--- src/crsx_regs.vh ---
// Constants for the rotate/subtract/xor/sleep execution datapath
// Summary of operation
// - Rotate right through carry: low bit to carry, old carry to top; address 0..127.
// - Destination select 0 writes W, 1 writes back the file register.
// - Literal minus W in two's complement, result to W; literal 0..255.
// - Subtract: carry and nibble carry mean no borrow; zero also updated.
// - File minus W, difference to selected destination.
// - File minus W minus inverted carry; updates carry, nibble carry, zero.
// - Sleep clears watchdog and prescaler, sets time-out, clears power-down bit.
// - After sleep the core halts its oscillator and sleeps.
// - Nibble exchange swaps halves of the register, flags untouched.
// - Xor literal with W into W, only zero flag changes.
// - Xor file with W into destination, only zero flag changes.
// - Direction load copies W to port A, B, C direction for 5, 6, 7.
`ifndef CRSX_REGS_VH
`define CRSX_REGS_VH
// ----------------------------------------
// Operation codes
// ----------------------------------------
`define CRSX_OP_NONE    4'h0
`define CRSX_OP_ROR     4'h1
`define CRSX_OP_SUBL    4'h2
`define CRSX_OP_SUBF    4'h3
`define CRSX_OP_SUBFB   4'h4
`define CRSX_OP_SWAP    4'h5
`define CRSX_OP_XORL    4'h6
`define CRSX_OP_XORF    4'h7
`define CRSX_OP_DIR     4'h8
`define CRSX_OP_SLEEP   4'h9
// ----------------------------------------
// Operands and reset values
// ----------------------------------------
`define CRSX_DIR_A      3'h5
`define CRSX_DIR_B      3'h6
`define CRSX_DIR_C      3'h7
`define CRSX_DIR_RST    8'hff
`define CRSX_W_RST      8'h00
`define CRSX_WDT_CLR    8'h00
`define CRSX_DEST_W     1'b0
`define CRSX_DEST_F     1'b1
`endif

--- src/crsx_core.v ---
// Execution datapath: rotate, subtract, swap, xor, direction load and sleep
`timescale 1ns/1ps
`include "crsx_regs.vh"
module crsx_core (
    clk,
    rst_n,
    op_valid,
    op_code,
    op_dest,
    op_addr,
    op_lit,
    file_rdata,
    wake_pin,
    file_we,
    file_waddr,
    file_wdata,
    w_reg,
    carry_flag,
    nibble_carry_flag,
    zero_flag,
    timeout_status_bit,
    powerdown_status_bit,
    watchdog_counter,
    wdt_prescaler,
    port_a_direction,
    port_b_direction,
    port_c_direction,
    osc_stop,
    sleeping
);
    input  wire       clk;
    input  wire       rst_n;
    input  wire       op_valid;
    input  wire [3:0] op_code;
    input  wire       op_dest;
    input  wire [6:0] op_addr;
    input  wire [7:0] op_lit;
    input  wire [7:0] file_rdata;
    input  wire       wake_pin;
    output reg        file_we;
    output reg  [6:0] file_waddr;
    output reg  [7:0] file_wdata;
    output reg  [7:0] w_reg;
    output reg        carry_flag;
    output reg        nibble_carry_flag;
    output reg        zero_flag;
    output reg        timeout_status_bit;
    output reg        powerdown_status_bit;
    output reg  [7:0] watchdog_counter;
    output reg  [7:0] wdt_prescaler;
    output reg  [7:0] port_a_direction;
    output reg  [7:0] port_b_direction;
    output reg  [7:0] port_c_direction;
    output reg        osc_stop;
    output reg        sleeping;

    // ----------------------------------------
    // Wake input and subtractor
    // ----------------------------------------
    wire       wake_s;
    wire [7:0] sub_a;
    wire [7:0] sub_b;
    wire       sub_cin;
    wire [7:0] sub_diff;
    wire       sub_c;
    wire       sub_dc;

    crsx_sync u_sync (
        .clk   (clk),
        .rst_n (rst_n),
        .d     (wake_pin),
        .q     (wake_s)
    );

    assign sub_a   = (op_code == `CRSX_OP_SUBL) ? op_lit : file_rdata;
    assign sub_b   = w_reg;
    assign sub_cin = (op_code == `CRSX_OP_SUBFB) ? carry_flag : 1'b1;

    crsx_sub u_sub (
        .a      (sub_a),
        .b      (sub_b),
        .cin    (sub_cin),
        .diff   (sub_diff),
        .carry  (sub_c),
        .ncarry (sub_dc)
    );

    // ----------------------------------------
    // Result selection
    // ----------------------------------------
    reg [7:0] res;
    reg       to_file;
    reg       upd_c;
    reg       upd_dc;
    reg       upd_z;
    reg       new_c;
    reg       wr_res;

    always @* begin
        res     = 8'h00;
        to_file = 1'b0;
        upd_c   = 1'b0;
        upd_dc  = 1'b0;
        upd_z   = 1'b0;
        new_c   = sub_c;
        wr_res  = 1'b0;
        case (op_code)
            `CRSX_OP_ROR: begin
                res     = {carry_flag, file_rdata[7:1]};
                new_c   = file_rdata[0];
                upd_c   = 1'b1;
                wr_res  = 1'b1;
                to_file = (op_dest == `CRSX_DEST_F);
            end
            `CRSX_OP_SUBL: begin
                res     = sub_diff;
                upd_c   = 1'b1;
                upd_dc  = 1'b1;
                upd_z   = 1'b1;
                wr_res  = 1'b1;
            end
            `CRSX_OP_SUBF, `CRSX_OP_SUBFB: begin
                res     = sub_diff;
                upd_c   = 1'b1;
                upd_dc  = 1'b1;
                upd_z   = 1'b1;
                wr_res  = 1'b1;
                to_file = (op_dest == `CRSX_DEST_F);
            end
            `CRSX_OP_SWAP: begin
                res     = {file_rdata[3:0], file_rdata[7:4]};
                wr_res  = 1'b1;
                to_file = (op_dest == `CRSX_DEST_F);
            end
            `CRSX_OP_XORL: begin
                res     = w_reg ^ op_lit;
                upd_z   = 1'b1;
                wr_res  = 1'b1;
            end
            `CRSX_OP_XORF: begin
                res     = w_reg ^ file_rdata;
                upd_z   = 1'b1;
                wr_res  = 1'b1;
                to_file = (op_dest == `CRSX_DEST_F);
            end
            default: begin
                res     = 8'h00;
            end
        endcase
    end

    // ----------------------------------------
    // Registers
    // ----------------------------------------
    wire go;
    assign go = op_valid && !sleeping;

    always @(posedge clk or negedge rst_n) begin
        if (!rst_n) begin
            file_we              <= 1'b0;
            file_waddr           <= 7'h00;
            file_wdata           <= 8'h00;
            w_reg                <= `CRSX_W_RST;
            carry_flag           <= 1'b0;
            nibble_carry_flag    <= 1'b0;
            zero_flag            <= 1'b0;
            timeout_status_bit   <= 1'b1;
            powerdown_status_bit <= 1'b1;
            watchdog_counter     <= `CRSX_WDT_CLR;
            wdt_prescaler        <= `CRSX_WDT_CLR;
            port_a_direction     <= `CRSX_DIR_RST;
            port_b_direction     <= `CRSX_DIR_RST;
            port_c_direction     <= `CRSX_DIR_RST;
            osc_stop             <= 1'b0;
            sleeping             <= 1'b0;
        end else begin
            file_we <= 1'b0;
            if (sleeping) begin
                if (wake_s) begin
                    sleeping <= 1'b0;
                    osc_stop <= 1'b0;
                end
            end else begin
                {wdt_prescaler, watchdog_counter} <= {wdt_prescaler, watchdog_counter} + 16'h0001;
            end
            if (go) begin
                if (wr_res) begin
                    if (to_file) begin
                        file_we    <= 1'b1;
                        file_waddr <= op_addr;
                        file_wdata <= res;
                    end else begin
                        w_reg <= res;
                    end
                end
                if (upd_c) begin
                    carry_flag <= new_c;
                end
                if (upd_dc) begin
                    nibble_carry_flag <= sub_dc;
                end
                if (upd_z) begin
                    zero_flag <= (res == 8'h00);
                end
                if (op_code == `CRSX_OP_DIR) begin
                    case (op_addr[2:0])
                        `CRSX_DIR_A: port_a_direction <= w_reg;
                        `CRSX_DIR_B: port_b_direction <= w_reg;
                        `CRSX_DIR_C: port_c_direction <= w_reg;
                        default: begin
                        end
                    endcase
                end
                if (op_code == `CRSX_OP_SLEEP) begin
                    watchdog_counter     <= `CRSX_WDT_CLR;
                    wdt_prescaler        <= `CRSX_WDT_CLR;
                    timeout_status_bit   <= 1'b1;
                    powerdown_status_bit <= 1'b0;
                    sleeping             <= 1'b1;
                    osc_stop             <= 1'b1;
                end
            end
        end
    end
endmodule // crsx_core

--- src/crsx_sub.v ---
// Eight-bit subtractor with no-borrow carry and nibble carry
`timescale 1ns/1ps
`include "crsx_regs.vh"
module crsx_sub (
    a,
    b,
    cin,
    diff,
    carry,
    ncarry
);
    input  wire [7:0] a;
    input  wire [7:0] b;
    input  wire       cin;
    output wire [7:0] diff;
    output wire       carry;
    output wire       ncarry;

    // a + ~b + cin: carry set means no borrow
    wire [4:0] lo;
    wire [4:0] hi;
    assign lo     = {1'b0, a[3:0]} + {1'b0, ~b[3:0]} + {4'h0, cin};
    assign hi     = {1'b0, a[7:4]} + {1'b0, ~b[7:4]} + {4'h0, lo[4]};
    assign diff   = {hi[3:0], lo[3:0]};
    assign carry  = hi[4];
    assign ncarry = lo[4];
endmodule // crsx_sub

--- src/crsx_sync.v ---
// Two-flop synchroniser for a pin level
`timescale 1ns/1ps
module crsx_sync (
    clk,
    rst_n,
    d,
    q
);
    input  wire clk;
    input  wire rst_n;
    input  wire d;
    output wire q;

    reg s1_r;
    reg s2_r;
    always @(posedge clk or negedge rst_n) begin
        if (!rst_n) begin
            s1_r <= 1'b0;
            s2_r <= 1'b0;
        end else begin
            s1_r <= d;
            s2_r <= s1_r;
        end
    end
    assign q = s2_r;
endmodule // crsx_sync

--- config.mk ---
export PLATFORM = sky130hd
export DESIGN_NAME = crsx_core
export DESIGN_NICKNAME = d
export VERILOG_FILES = /design/src/crsx_core.v /design/src/crsx_sub.v /design/src/crsx_sync.v
export VERILOG_INCLUDE_DIRS = /design/src
export SDC_FILE = /design/constraint.sdc
export NUM_CORES = 1
export LEC_CHECK = 0
export BUFFER_PORTS_ARGS = -buffer_cell sky130_fd_sc_hd__buf_2
export CORE_UTILIZATION = 48
export CTS_CLUSTER_DIAMETER = 150
export CTS_CLUSTER_SIZE = 14
export DETAILED_ROUTE_END_ITERATION = 8
export PLACE_DENSITY = 0.77
export REMOVE_ABC_BUFFERS = 1
export SYNTH_ARGS = -nofsm -noshare
export SYNTH_HDL_FRONTEND = slang
export SYNTH_SLANG_ARGS = --single-unit
--- constraint.sdc ---
create_clock -name clk -period 3.1 [get_ports clk]
set_input_delay 0 -clock clk [delete_from_list [all_inputs] [get_ports clk]]
set_output_delay 0 -clock clk [all_outputs]
set_load 0.1 [all_outputs]
==> qor.yml <==
status:
  status: "finished clean"
setup_path:
  r2r_cells: 11
  start_kind: "register"
  cp_max_fo: 2
  worstSetupEndpointType: "register"
  crit_path_frequent_cell: "fa_2"
  worstSetupPathType: "register to register"
  slowest_stage: "fa_2"
  timing.rr.end: "zero_flag"
  cp_cell_sequence: "fa_2 -> fa_2 -> inv_2 -> a21o_1 -> a21oi_2 -> fa_2 -> fa_2 -> xnor2_1 -> a221oi_2 -> nand4_1 -> o31ai_2"
  max_stage_delay_ps: 420
  reg2reg_slack_ps: 7
  crit_required_ps: 3360
  r2r-start: "w_reg[0]"
  cp_data_arrival_time_ps: 3350
pwr:
  seqPwrFrac_pct: 29.7
  power_frac_comb_pct: 53.9
  ir_drop_v: 0.000511
  power.share.clock_pct: 16.4
  p_sw_share_pct: 55.1
  intPower_mw: 2.04
  powerDensity_nw_per_um2: 942
  leakage_nw: 2.34
  p_total_mw: 4.53
  p_switching_mw: 2.50
placement:
  place_congestion: 0.885
  place_worst_setup_slack_ps: -375
  numPortBuffers: 101
  place_hpwl_um: 6900
job:
  drv_cap: 0
synth:
  yosysWarnings: 0
  yosysTopAreaCell: "dfrtp_1"
  async_reset_ff_share_pct: 100
  yosys-top-cells-area: "dfrtp_1 (31%), dfstp_2 (17%), nand2_1 (5.3%)"
  netlist_area_um2: 3780
  synth_seq_cells: 72
  synthCells: 367
  synth_top_area_share_pct: 31.1
  synth_ff_type: "dfrtp_1"
  synth.distinct_cells: 51
  synth_edf_count: 0
  seq_area_frac_synth_pct: 48.5
  syn_area_per_cell_um2: 10.3
clock_tree:
  cts_sinks: 72
  cts_buffer_depth: 2
  cts_tree: "yes"
  clk_pin_slew_worst_paths_ps: 80
  cts_buffers: 9
  clockRootBuffer: "clkbuf_8"
  clock_latency_ps: 350
  htree_levels: 3
sta:
  tns_ps: 0
  worst_slack_ps: 7.10
  finalSetupViolCount: 0
  maxSlewViolCount: 0
  min_period_over_period_pct: 99.8
  max_slew.worst_pin.slew_ps: 902
  finalHoldViolations: 0
  fin_skew_ps: 9.58
  relSlewSlack_pct: 39.9
  grt_setup_unrepaired: "yes"
  fmax_ghz: 0.323
  fin_hold_ws_ps: 37.3
  period_minus_slack_ps: 3090
global_routing:
  antenna_found_initial: 0
  grt-ovfl-total: 0
  grt_usage_pct: 24.6
  grt_pass1_wl_um: 15700
  grt_pass1_vias: 3193
  grt_max_degree: 73
floorplan:
  fp.dieArea_um2: 8230
  die-width_um: 90.7
  design.portCount: 103
  rows: 31
  die_y_um: 90.7
  core_um2: 7450
  start_util_pct: 50.7
finish:
  final_cell_mix: "buf_2 (101), nand2_1 (53), dfrtp_1 (47), nor2_1 (31)"
  final_common_cell: "buf_2"
  num-nets-final: 540
  final_layout_size_suffix_gt1_share_pct: 39.0
  n_fill_cell: 654
  area.growth.synth_to_final_pct: 27.3
  n_antenna_cell: 0
detailed_routing:
  post_drt_wl_per_cell_um: 15.9
  drt_pass1_iterations: 4
  vias_per_cell: 5.24
  ant_nets: 0
  drt_iter0_drc: 109
  wl_um: 9540
  drc: 0
  route.vias.total: 3147
hold_path:
  hold_path_depth: 4
  worstHoldStart: "op_code[0]"
  holdPathEnd: "sleeping"
  hold_path.class: "input pin to register"
[worst max-delay path by stage]
stage                           from   endpoint  slack [ps]  cells past startpoint
after global routing        w_reg[0]  zero_flag        -140                     12
after CTS                   w_reg[0]  zero_flag         -20                     11
after floorplan           carry_flag  zero_flag        -650                     12
after detailed placement  op_code[0]  zero_flag        -380                     16
final                       w_reg[0]  zero_flag           7                     11
after global placement    op_code[0]  zero_flag        -320                     16
[area by class of cell]
| class | instances | area (µm²) | area share [%] |
|---|---|---|---|
| Clock buffer | 10 | 128 | 2.65 |
| Clock inverter | 6 | 68.8 | 1.43 |
| Sequential cell | 72 | 1830 | 38.1 |
| Inverter | 14 | 52.6 | 1.09 |
| Tap cell | 99 | 124 | 2.57 |
| Multi-Input combinational cell | 265 | 1820 | 37.9 |
| Timing Repair Buffer | 135 | 783 | 16.3 |
[cell usage after synthesis (3+ instances only)]
| cell type | count |
|---|---|
| a221oi_2 | 3 |
| buf_4 | 3 |
| buf_6 | 3 |
| xnor2_1 | 14 |
| nand3_1 | 6 |
| clkbuf_1 | 8 |
| o21ai_0 | 22 |
| mux2_2 | 11 |
| mux2_1 | 7 |
| dfrtp_1 | 47 |
| inv_1 | 13 |
| a21o_1 | 3 |
| nor2_1 | 32 |
| fa_1 | 4 |
| mux2i_1 | 14 |
| dfstp_2 | 25 |
| xor2_1 | 14 |
| o21ai_1 | 4 |
| a31oi_1 | 3 |
| nor2b_1 | 9 |
| o22ai_1 | 9 |
| a21oi_1 | 14 |
| ha_1 | 7 |
| or3_1 | 4 |
| nand2_1 | 53 |
| nand4_1 | 5 |
[metrics by stage]
stage          util [%]  std cells  instance area, µm²
4_1_cts            64.2        599                4780
2_1_floorplan         -        351                3680
6_report           64.6        601                4810
3_3_place_gp       60.2        574                4480
5_1_grt            64.6        601                4810
3_5_place_dp       60.2        574                4480
[routing by layer]
metal | GRT usage, % | share of wire, % | vias to the layer above
met5 | 0 | 0 | -
met4 | 6.72 | 1.3 | 0
met2 | 42.5 | 49 | 113
li1 | - | - | 1521
met1 | 31.3 | 44 | 1501
met3 | 4.71 | 5.8 | 12
[logic make-up (layout without fill, tap and decap cells)]
group                    after synthesis  after routing  share of synthesized area (%)
AND/OR/NAND/NOR                      128            128                           16.8
flip-flops                            72             72                           48.5
AO/OA/AOI/OAI                         65             65                           10.6
multiplexers                          32             32                           9.07
buffers and inverters                 30            165                           3.94
XOR/XNOR                              28             28                           6.49
adder cells (fa/ha/maj)               11             11                           4.44
other                                  1              1                         0.0992
[power groups by stage]
stage / sequential [mW] / combinational, mW / clock [mW]
floorplan: 2.80 / 0.481 / 0
global placement: 1.35 / 2.38 / 0
detailed placement: 1.36 / 2.40 / 0
CTS: 1.35 / 2.43 / 0.767
global route: 1.38 / 2.56 / 0.805
finish: 1.35 / 2.44 / 0.745
[worst max-delay path: cells and delay by family (launching register included)]
kind            cells  cell delay [ps]
fa+ha+maj           4             1510
buf+inv             1               50
compound gates      4              740
flops               1              410
xor+xnor            1              140
simple gates        1              150
[timing repair]
action                                  CTS  global route
endpoints found under the setup margin    5             5
endpoints found under the hold margin    55             0
setup buffers                             0             3
pin swaps                                 2             1
hold buffers                              9             0
resized for setup                         5             5
(Power assumes the default switching activity.)
